## src/hw/sck_ctrl_regs.svh

```systemverilog
// Register indices, field positions, reset values and timing counts for the synthesizer control block.
// Assumes a 32-bit AXI4-Lite bus where byte address = 4 * register index.
`ifndef SCK_CTRL_REGS_SVH
`define SCK_CTRL_REGS_SVH

`define SCK_IDX_FEEDBACK   16'hf000
`define SCK_IDX_PRESCALE   16'hf001
`define SCK_IDX_SOURCE     16'hf002
`define SCK_IDX_ENABLE     16'hf003
`define SCK_IDX_LOCK       16'hf004
`define SCK_IDX_REFOUT     16'hf005
`define SCK_IDX_IRQ_STAT   16'hf010
`define SCK_IDX_IRQ_MASK   16'hf011

`define SCK_RST_FEEDBACK   7'h60
`define SCK_RST_PRESCALE   2'h0
`define SCK_RST_SOURCE     1'h0
`define SCK_RST_ENABLE     1'h0
`define SCK_RST_REFOUT     3'h0

`define SCK_REFOUT_EN_BIT  0
`define SCK_REFOUT_RATE_LO 1
`define SCK_REFOUT_RATE_HI 2
`define SCK_IRQ_LOCKED_BIT 0
`define SCK_IRQ_LOST_BIT   1

`define SCK_LOCK_EDGES     64
`define SCK_GAP_NS         2000
`define SCK_CLK_NS         10
`define SCK_GAP_CYC        (`SCK_GAP_NS / `SCK_CLK_NS)

`endif

```

## src/hw/sck_pkg.sv

```systemverilog
// Types shared by the synthesizer control block.
// Assumes the constants header supplies all numbers.
package sck_pkg;

    typedef enum logic [1:0] {
        SCK_IDLE    = 2'b00,
        SCK_ACQUIRE = 2'b01,
        SCK_LOCKED  = 2'b10
    } sck_state_t;

    typedef struct packed {
        logic [6:0] feedback;
        logic [1:0] prescale;
        logic       source;
        logic [1:0] out_rate;
        logic       out_en;
    } sck_settings_t;

endpackage

```

## src/hw/sck_ctrl_top.sv

```systemverilog
// Synthesizer enable, lock flag and reference clock output control with an AXI4-Lite register slave.
// Assumes master_clock_pin_in is asynchronous and far slower than sys_clk_in.
`timescale 1ns/1ps
`default_nettype none
`include "sck_ctrl_regs.svh"

module sck_ctrl_top #(
    parameter int ADDR_W     = 18,
    parameter int LOCK_EDGES = `SCK_LOCK_EDGES,
    parameter int GAP_CYC    = `SCK_GAP_CYC
) (
    input  wire logic                  sys_clk_in,
    input  wire logic                  resetn_in,
    input  wire logic [ADDR_W-1:0]     s_axi_awaddr_in,
    input  wire logic                  s_axi_awvalid_in,
    output var  logic                  s_axi_awready_out,
    input  wire logic [31:0]           s_axi_wdata_in,
    input  wire logic [3:0]            s_axi_wstrb_in,
    input  wire logic                  s_axi_wvalid_in,
    output var  logic                  s_axi_wready_out,
    output var  logic [1:0]            s_axi_bresp_out,
    output var  logic                  s_axi_bvalid_out,
    input  wire logic                  s_axi_bready_in,
    input  wire logic [ADDR_W-1:0]     s_axi_araddr_in,
    input  wire logic                  s_axi_arvalid_in,
    output var  logic                  s_axi_arready_out,
    output var  logic [31:0]           s_axi_rdata_out,
    output var  logic [1:0]            s_axi_rresp_out,
    output var  logic                  s_axi_rvalid_out,
    input  wire logic                  s_axi_rready_in,
    input  wire logic                  master_clock_pin_in,
    output var  logic                  ref_output_pin_out,
    output var  logic                  ref_output_pin_oe_out,
    output var  logic                  synth_clock_running_out,
    output var  logic                  core_clock_source_bit_out,
    output var  sck_pkg::sck_settings_t synth_settings_out,
    output var  logic                  irq_out
);
    import sck_pkg::*;

    localparam int IDX_W = ADDR_W - 2;

    function automatic logic [15:0] merge16(input logic [15:0] old_v, input logic [31:0] new_v,
                                            input logic [3:0] strb);
        merge16 = {strb[1] ? new_v[15:8] : old_v[15:8], strb[0] ? new_v[7:0] : old_v[7:0]};
    endfunction

    // Staged registers and the live copy
    logic [6:0]     feedback_q;
    logic [1:0]     prescale_q;
    logic           source_q;
    logic [2:0]     refout_q;
    logic           enable_q;
    sck_settings_t  active_q;
    sck_state_t     state_q;
    sck_state_t     state_d;
    logic           lock_q;
    logic [1:0]     irq_stat_q;
    logic [1:0]     irq_mask_q;
    logic           irq_q;

    // Bus slave state
    logic              aw_have_q;
    logic [IDX_W-1:0]  aw_idx_q;
    logic              w_have_q;
    logic [31:0]       w_data_q;
    logic [3:0]        w_strb_q;
    logic              awready_q;
    logic              wready_q;
    logic              bvalid_q;
    logic [1:0]        bresp_q;
    logic              arready_q;
    logic              rvalid_q;
    logic [31:0]       rdata_q;
    logic [1:0]        rresp_q;

    // Input clock path
    logic              mclk_s1_q;
    logic              mclk_s2_q;
    logic              mclk_s3_q;
    logic [2:0]        pre_cnt_q;
    logic [7:0]        edge_cnt_q;
    logic [15:0]       gap_cnt_q;
    logic [15:0]       period_q;
    logic [15:0]       out_cnt_q;
    logic              ref_q;
    logic              oe_q;
    logic              running_q;

    // Write channel handshakes and commit
    wire aw_take = s_axi_awvalid_in & awready_q;
    wire w_take  = s_axi_wvalid_in & wready_q;
    wire commit  = aw_have_q & w_have_q & ~bvalid_q;
    wire aw_have_d = commit ? 1'b0 : (aw_have_q | aw_take);
    wire w_have_d  = commit ? 1'b0 : (w_have_q | w_take);
    wire bvalid_d  = commit | (bvalid_q & ~s_axi_bready_in);

    wire wr_feedback = commit && (aw_idx_q == `SCK_IDX_FEEDBACK);
    wire wr_prescale = commit && (aw_idx_q == `SCK_IDX_PRESCALE);
    wire wr_source   = commit && (aw_idx_q == `SCK_IDX_SOURCE);
    wire wr_enable   = commit && (aw_idx_q == `SCK_IDX_ENABLE);
    wire wr_lock     = commit && (aw_idx_q == `SCK_IDX_LOCK);
    wire wr_refout   = commit && (aw_idx_q == `SCK_IDX_REFOUT);
    wire wr_irq_stat = commit && (aw_idx_q == `SCK_IDX_IRQ_STAT);
    wire wr_irq_mask = commit && (aw_idx_q == `SCK_IDX_IRQ_MASK);
    wire wr_hit = wr_feedback | wr_prescale | wr_source | wr_enable | wr_lock | wr_refout | wr_irq_stat
                | wr_irq_mask;

    wire [15:0] wr_val_feedback = merge16({9'h000, feedback_q}, w_data_q, w_strb_q);
    wire [15:0] wr_val_prescale = merge16({14'h0000, prescale_q}, w_data_q, w_strb_q);
    wire [15:0] wr_val_source   = merge16({15'h0000, source_q}, w_data_q, w_strb_q);
    wire [15:0] wr_val_enable   = merge16({15'h0000, enable_q}, w_data_q, w_strb_q);
    wire [15:0] wr_val_refout   = merge16({13'h0000, refout_q}, w_data_q, w_strb_q);
    wire [15:0] wr_val_mask     = merge16({14'h0000, irq_mask_q}, w_data_q, w_strb_q);

    // Enable rising edge loads the staged settings
    wire enable_d = wr_enable ? wr_val_enable[0] : enable_q;
    wire load     = wr_enable & wr_val_enable[0] & ~enable_q;
    sck_settings_t staged;
    assign staged = '{feedback: feedback_q, prescale: prescale_q, source: source_q,
                      out_rate: refout_q[`SCK_REFOUT_RATE_HI:`SCK_REFOUT_RATE_LO],
                      out_en: refout_q[`SCK_REFOUT_EN_BIT]};

    // Read channel
    wire ar_take = s_axi_arvalid_in & arready_q;
    wire rvalid_d = ar_take | (rvalid_q & ~s_axi_rready_in);
    wire [IDX_W-1:0] ar_idx = s_axi_araddr_in[ADDR_W-1:2];
    wire rd_feedback = (ar_idx == `SCK_IDX_FEEDBACK);
    wire rd_prescale = (ar_idx == `SCK_IDX_PRESCALE);
    wire rd_source   = (ar_idx == `SCK_IDX_SOURCE);
    wire rd_enable   = (ar_idx == `SCK_IDX_ENABLE);
    wire rd_lock     = (ar_idx == `SCK_IDX_LOCK);
    wire rd_refout   = (ar_idx == `SCK_IDX_REFOUT);
    wire rd_irq_stat = (ar_idx == `SCK_IDX_IRQ_STAT);
    wire rd_irq_mask = (ar_idx == `SCK_IDX_IRQ_MASK);
    wire rd_hit = rd_feedback | rd_prescale | rd_source | rd_enable | rd_lock | rd_refout | rd_irq_stat
                | rd_irq_mask;
    logic [15:0] rd_val;
    assign rd_val = rd_feedback ? {9'h000, feedback_q} :
                    rd_prescale ? {14'h0000, prescale_q} :
                    rd_source   ? {15'h0000, source_q} :
                    rd_enable   ? {15'h0000, enable_q} :
                    rd_lock     ? {15'h0000, lock_q} :
                    rd_refout   ? {13'h0000, refout_q} :
                    rd_irq_stat ? {14'h0000, irq_stat_q} :
                    rd_irq_mask ? {14'h0000, irq_mask_q} : 16'h0000;

    // Prescaler on the synchronised master clock
    wire mclk_rise = mclk_s2_q & ~mclk_s3_q;
    logic [2:0] div_mask;
    assign div_mask = (active_q.prescale == 2'b00) ? 3'h0 :
                      (active_q.prescale == 2'b01) ? 3'h1 :
                      (active_q.prescale == 2'b10) ? 3'h3 : 3'h7;
    wire acquiring = (state_q != SCK_IDLE);
    wire pre_tick  = acquiring & mclk_rise & ((pre_cnt_q & div_mask) == div_mask);
    wire gap_out   = (gap_cnt_q == 16'(GAP_CYC - 1));
    wire settings_ok = (active_q.feedback != 7'h00);

    // Lock sequencing
    always_comb begin
        state_d = state_q;
        case (state_q)
            SCK_IDLE: begin
                if (enable_q && settings_ok && !load) begin
                    state_d = SCK_ACQUIRE;
                end
            end
            SCK_ACQUIRE: begin
                if (!enable_q || load) begin
                    state_d = SCK_IDLE;
                end else if (pre_tick && edge_cnt_q == 8'(LOCK_EDGES - 1)) begin
                    state_d = SCK_LOCKED;
                end
            end
            SCK_LOCKED: begin
                if (!enable_q || load) begin
                    state_d = SCK_IDLE;
                end else if (gap_out) begin
                    state_d = SCK_ACQUIRE;
                end
            end
            default: begin
                state_d = SCK_IDLE;
            end
        endcase
    end

    wire ev_locked = (state_q != SCK_LOCKED) & (state_d == SCK_LOCKED);
    wire ev_lost   = (state_q == SCK_LOCKED) & (state_d == SCK_ACQUIRE);
    wire [1:0] irq_ev = {ev_lost, ev_locked};
    wire [1:0] irq_clr = (ar_take && rd_irq_stat) ? 2'b11 : 2'b00;
    // A new event in the clearing cycle stays set
    wire [1:0] irq_stat_d = (irq_stat_q & ~irq_clr) | irq_ev;

    // Reference output half period from the measured predivider period
    wire [15:0] half_raw = period_q >> ({1'b0, active_q.out_rate} + 3'd1);
    wire [15:0] half     = (half_raw == 16'h0000) ? 16'h0001 : half_raw;
    wire running = (state_q == SCK_LOCKED);

    always_ff @(posedge sys_clk_in or negedge resetn_in) begin
        if (!resetn_in) begin
            aw_have_q <= 1'b0;
            w_have_q  <= 1'b0;
            awready_q <= 1'b1;
            wready_q  <= 1'b1;
            bvalid_q  <= 1'b0;
            arready_q <= 1'b1;
            rvalid_q  <= 1'b0;
        end else begin
            aw_have_q <= aw_have_d;
            w_have_q  <= w_have_d;
            awready_q <= ~aw_have_d & ~bvalid_d;
            wready_q  <= ~w_have_d & ~bvalid_d;
            bvalid_q  <= bvalid_d;
            arready_q <= ~rvalid_d;
            rvalid_q  <= rvalid_d;
        end
    end

    always_ff @(posedge sys_clk_in or negedge resetn_in) begin
        if (!resetn_in) begin
            aw_idx_q <= '0;
            w_data_q <= 32'h0000_0000;
            w_strb_q <= 4'h0;
            bresp_q  <= 2'b00;
            rdata_q  <= 32'h0000_0000;
            rresp_q  <= 2'b00;
        end else begin
            if (aw_take) begin
                aw_idx_q <= s_axi_awaddr_in[ADDR_W-1:2];
            end
            if (w_take) begin
                w_data_q <= s_axi_wdata_in;
                w_strb_q <= s_axi_wstrb_in;
            end
            if (commit) begin
                bresp_q <= wr_hit ? 2'b00 : 2'b10;
            end
            if (ar_take) begin
                rdata_q <= {16'h0000, rd_val};
                rresp_q <= rd_hit ? 2'b00 : 2'b10;
            end
        end
    end

    always_ff @(posedge sys_clk_in or negedge resetn_in) begin
        if (!resetn_in) begin
            feedback_q <= `SCK_RST_FEEDBACK;
            prescale_q <= `SCK_RST_PRESCALE;
            source_q   <= `SCK_RST_SOURCE;
            refout_q   <= `SCK_RST_REFOUT;
            enable_q   <= `SCK_RST_ENABLE;
            irq_mask_q <= 2'h0;
        end else begin
            if (wr_feedback) begin
                feedback_q <= wr_val_feedback[6:0];
            end
            if (wr_prescale) begin
                prescale_q <= wr_val_prescale[1:0];
            end
            if (wr_source) begin
                source_q <= wr_val_source[0];
            end
            if (wr_refout) begin
                refout_q <= wr_val_refout[2:0];
            end
            if (wr_irq_mask) begin
                irq_mask_q <= wr_val_mask[1:0];
            end
            enable_q <= enable_d;
        end
    end

    always_ff @(posedge sys_clk_in or negedge resetn_in) begin
        if (!resetn_in) begin
            active_q   <= '{feedback: `SCK_RST_FEEDBACK, prescale: `SCK_RST_PRESCALE, source: `SCK_RST_SOURCE,
                            out_rate: 2'b00, out_en: 1'b0};
            state_q    <= SCK_IDLE;
            lock_q     <= 1'b0;
            irq_stat_q <= 2'h0;
            irq_q      <= 1'b0;
        end else begin
            if (load) begin
                active_q <= staged;
            end
            state_q    <= state_d;
            lock_q     <= (state_d == SCK_LOCKED);
            irq_stat_q <= irq_stat_d;
            irq_q      <= |(irq_stat_q & irq_mask_q);
        end
    end

    always_ff @(posedge sys_clk_in or negedge resetn_in) begin
        if (!resetn_in) begin
            mclk_s1_q <= 1'b0;
            mclk_s2_q <= 1'b0;
            mclk_s3_q <= 1'b0;
        end else begin
            mclk_s1_q <= master_clock_pin_in;
            mclk_s2_q <= mclk_s1_q;
            mclk_s3_q <= mclk_s2_q;
        end
    end

    always_ff @(posedge sys_clk_in or negedge resetn_in) begin
        if (!resetn_in) begin
            pre_cnt_q  <= 3'h0;
            edge_cnt_q <= 8'h00;
            gap_cnt_q  <= 16'h0000;
            period_q   <= 16'h0000;
        end else if (!acquiring || load) begin
            pre_cnt_q  <= 3'h0;
            edge_cnt_q <= 8'h00;
            gap_cnt_q  <= 16'h0000;
        end else begin
            if (mclk_rise) begin
                pre_cnt_q <= pre_cnt_q + 3'h1;
            end
            if (pre_tick) begin
                period_q   <= gap_cnt_q + 16'h0001;
                gap_cnt_q  <= 16'h0000;
                edge_cnt_q <= (state_q == SCK_ACQUIRE) ? edge_cnt_q + 8'h01 : edge_cnt_q;
            end else if (gap_out) begin
                // Input clock stopped: restart settling count
                gap_cnt_q  <= 16'h0000;
                edge_cnt_q <= 8'h00;
            end else begin
                gap_cnt_q <= gap_cnt_q + 16'h0001;
            end
        end
    end

    always_ff @(posedge sys_clk_in or negedge resetn_in) begin
        if (!resetn_in) begin
            out_cnt_q <= 16'h0000;
            ref_q     <= 1'b0;
            oe_q      <= 1'b0;
            running_q <= 1'b0;
        end else begin
            oe_q      <= active_q.out_en;
            running_q <= running;
            if (!running) begin
                out_cnt_q <= 16'h0000;
                ref_q     <= 1'b0;
            end else if (out_cnt_q + 16'h0001 >= half) begin
                out_cnt_q <= 16'h0000;
                ref_q     <= ~ref_q;
            end else begin
                out_cnt_q <= out_cnt_q + 16'h0001;
            end
        end
    end

    assign s_axi_awready_out        = awready_q;
    assign s_axi_wready_out         = wready_q;
    assign s_axi_bvalid_out         = bvalid_q;
    assign s_axi_bresp_out          = bresp_q;
    assign s_axi_arready_out        = arready_q;
    assign s_axi_rvalid_out         = rvalid_q;
    assign s_axi_rdata_out          = rdata_q;
    assign s_axi_rresp_out          = rresp_q;
    assign ref_output_pin_out       = ref_q;
    assign ref_output_pin_oe_out    = oe_q;
    assign synth_clock_running_out  = running_q;
    assign core_clock_source_bit_out = active_q.source;
    assign synth_settings_out       = active_q;
    assign irq_out                  = irq_q;

endmodule
`default_nettype wire

```

## config.mk

```make
export PLATFORM = sky130hd
export DESIGN_NAME = sck_ctrl_top
export DESIGN_NICKNAME = d
export VERILOG_FILES = /design/src/hw/sck_pkg.sv /design/src/hw/sck_ctrl_top.sv
export VERILOG_INCLUDE_DIRS = /design/src /design/src/hw
export SDC_FILE = /design/constraint.sdc
export NUM_CORES = 1
export LEC_CHECK = 0
export ABC_AREA = 1
export BUFFER_PORTS_ARGS = -buffer_cell sky130_fd_sc_hd__buf_4
export CAP_MARGIN = 30
export CORE_ASPECT_RATIO = 1.1
export CORE_MARGIN = 2
export CORE_UTILIZATION = 40
export CTS_CLUSTER_SIZE = 30
export DETAILED_ROUTE_END_ITERATION = 10
export MAX_ROUTING_LAYER = met4
export PLACE_DENSITY = 0.61
export SYNTH_ARGS = -nofsm -noshare
export SYNTH_HDL_FRONTEND = slang
export SYNTH_SLANG_ARGS = --single-unit
export TNS_END_PERCENT = 5
```

## constraint.sdc

```tcl
create_clock -name sys_clk_in -period 3.75 [get_ports sys_clk_in]
set_input_delay 0.375 -clock sys_clk_in [delete_from_list [all_inputs] [get_ports sys_clk_in]]
set_output_delay 0.375 -clock sys_clk_in [all_outputs]
set_load 0.02 [all_outputs]
```

==> metrics.yaml <==
status:
  outcome: "finished clean"
logic_synthesis:
  synth_cell_type_count: 42
  syn_inst: 902
  syn_area_um2: 7313
  syn_avg_cell_area_um2: 8.108
  ys_seq_area_frac: 0.4768
  yosys_warnings: 0
  synth_edf_count: 0
  ys_ff_latch: 139
  ys.flop_type: "dfrtp_1"
  async_reset_ff_frac: 1.000
sta:
  fin_crit_ns: 3.236
  timing.fmax_ghz: 0.3090
  timing.final.ws_setup_ns: 0.5140
  setup_viol: 0
  rsz0062_at_grt: "false"
  finalClockSkew_ns: 0.006998
  drv_slew: 0
  tightest_slew_ns: 0.7512
  tns_ns: 0
  fin_crit_sh: 0.8629
  hold_viol_final: 0
  slew_headroom: 0.4992
global_route:
  gr-usage-all-layers: 0.1772
  grt_max_degree: 82
  first_global_vias: 5582
  antenna_found_initial: 0
  grt_pass1_wl_um: 26760
  grt_overflow: 0
detailed_routing:
  vias: 5845
  drtAntennaViolNets: 0
  vias_per_cell: 4.737
  wl_per_cell_um: 12.79
  drc_errors: 0
  highest_layer: "met4"
  drt_iter0_drc: 341
  dr.pass1.iters: 4
  wl_met3_um: 668
  route.met2.wl_um: 7424
  drt-met1-wl_um: 7484
  drt-total-wl_um: 15780
worst_hold_path:
  hold_path.class: "input pin to asynchronous set/reset pin"
placed_design:
  port_buffers: 79
  dpl_worst_slack_ns: 0.5108
  dpl.hpwl_um: 11670
  postPlaceCellArea_um2: 8044
  finalWeightedCongestion: 0.8516
pwr:
  internal-power_mw: 2.914
  comb_power_share: 0.132
  seqPwrFrac: 0.440
  switching_share: 0.2786
  leakagePower_nw: 4.161
  peakVddDrop_mv: 0.3815
  switching_power_mw: 1.126
  clkPwrFrac: 0.428
  p_per_area_nw_per_um2: 466.7
run:
  cap_violations: 0
layout:
  fin_area_um2: 8656
  syn_to_final_growth_pct: 18.36
  diodes: 0
  drive_gt1_frac: 0.1546
  n_fill_cell: 1770
  fin_nets: 1082
floorplanning:
  die_y_um: 145.8
  fp.dieW_um: 132.9
  start_util: 0.4108
  coreArea_um2: 17800
  io-pin-count: 139
  dieArea_um2: 19380
  rows: 51
critical_path:
  worstReg2RegStart: "out_cnt_q[0]$_DFF_PN0_"
  critPathLaunchType: "flop"
  crit_arrival_ns: 3.58
  reg2reg_slack_ns: 0.51
  worstPathRequired_ns: 4.09
  cp-startpoint: "out_cnt_q[0]$_DFF_PN0_"
  crit_path_max_fanout: 15
  crit_type: "flop to flop"
  endpoint_kind: "flop"
clocking:
  cts.clk_slew.worst_paths_ns: 0.06
  clkLatencyLatePin_ns: 0.42
  post_cts_buffers: 0
  cts_buffer_depth: 2
  clockRootBuffer: "clkbuf_16"
  cts_tree: "yes"
  cts_buffers: 17
  htreeDepth: 4
  cts.sinks: 139
-- metrics by stage --
stage / power [mW] / instances / hold WS [ns] / util
after floorplan: 2.167 / 929 / 0.07941 / -
after global placement: 2.335 / 1202 / 0.3376 / 0.4518
after detailed placement: 2.345 / 1202 / 0.3378 / 0.4518
after CTS: 4.093 / 1234 / 0.03275 / 0.4861
after global routing: 4.274 / 1234 / 0.04274 / 0.4862
final: 4.040 / 1234 / 0.005066 / 0.4862
-- layer usage --
metal  track usage  vias to the layer above
met2        0.2829                      111
met4       0.05376                        0
li1              -                     3039
met3       0.03762                       16
met1        0.2267                     2679
met5             -                        -
-- critical path: stages (launching register included) --
cell      delay [ns]
dfrtp_1         0.44
ha_1            0.21
nand2_1         0.06
nor2_1          0.15
nand3_1         0.13
nor2_1          0.11
nand2_1         0.10
nor3_1          0.25
nand4_1         0.15
xor2_1          0.21
inv_1           0.07
ha_1            0.33
inv_1           0.08
o211ai_1        0.13
inv_1           0.07
nand2_1         0.05
nor2_2          0.11
nand3_2         0.30
nor2_1          0.20
-- timing repair --
action / CTS / global route
resized for setup: 0 / 1
hold buffers: 0 / 0
setup endpoints to repair: 0 / 6
-- path summary, 6_finish.rpt --
path / end / cells past startpoint
max in group asynchronous: s_axi_arready_out$_DFF_PN1_ / 2
min in group sys_clk_in: mclk_s1_q$_DFF_PN0_ / 1
min reg2reg: mclk_s2_q$_DFF_PN0_ / 0
max reg2reg: out_cnt_q[13]$_DFF_PN0_ / 18
max: out_cnt_q[13]$_DFF_PN0_ / 18
min: out_cnt_q[3]$_DFF_PN0_ / 1
-- flip-flops by register name, indices dropped and copies added, names as in the netlist, 8 cells and up --
register            count
period_q               15
aw_idx_q               16
out_cnt_q              16
synth_settings_out     12
gap_cnt_q              16
edge_cnt_q              8
-- layout by cell type (no fill, tap or decap), types with 8 or more instances in the layout --
master / count
o21ai_0: 84
a21oi_1: 19
nand4_1: 27
nor2_1: 91
ha_1: 19
clkbuf_16: 17
or2_2: 8
conb_1: 28
buf_4: 81
nor3_1: 22
nand3_1: 44
xor2_1: 20
nand2_1: 214
inv_1: 112
dfrtp_1: 131
-- final cells by class --
cell class,instances,area (um2),share of cell area
Sequential cell,139,3488,0.4030
Clock buffer,19,442.9,0.05117
Timing Repair Buffer,83,639.4,0.07387
Tap cell,238,297.8,0.03440
Inverter,113,426.7,0.04929
Multi-Input combinational cell,629,3193,0.3689
Clock inverter,13,167.7,0.01937
-- cells in the mapped netlist (3+ instances only) --
library cell,count,share of area
nor2_1,91,0.047
o21ai_0,84,0.057
nand2_1,214,0.11
nand3_1,44,0.030
clkbuf_1,12,0.0062
nor4_1,4,0.0034
o211ai_1,4,0.0041
xor2_1,20,0.024
dfstp_2,7,0.025
mux2i_1,3,0.0041
o31ai_1,7,0.0072
buf_4,28,0.029
xnor2_1,3,0.0036
or2_2,8,0.0068
nand4_1,27,0.023
nand2_4,3,0.0046
buf_2,6,0.0041
a21oi_1,19,0.013
inv_1,112,0.057
o21ai_2,6,0.0072
nor3_1,22,0.015
ha_1,19,0.033
dfrtp_1,132,0.45
-- power by group through the flow --
stage                     clock (mW)  combinational (mW)  sequential [mW]
final                           1.73               0.535             1.78
after global routing            1.85               0.621             1.80
after CTS                       1.77               0.545             1.78
after detailed placement           0               0.545             1.80
after global placement             0               0.535             1.80
after floorplan                    0               0.366             1.80
-- logic make-up (layout without fill, tap and decap cells) --
group,after synthesis,count (layout),share of synthesized area
adders and majority gates,19,19,0.03251
muxes,5,5,0.007186
xor gates and xnor gates,23,23,0.02755
AOI/OAI and AO/OA,128,128,0.09684
DFF,139,139,0.4768
buffers and inverters,161,228,0.1004
and+or+nand+nor,426,426,0.2582
other,1,28,0.0005128
(Power assumes the default switching activity.)
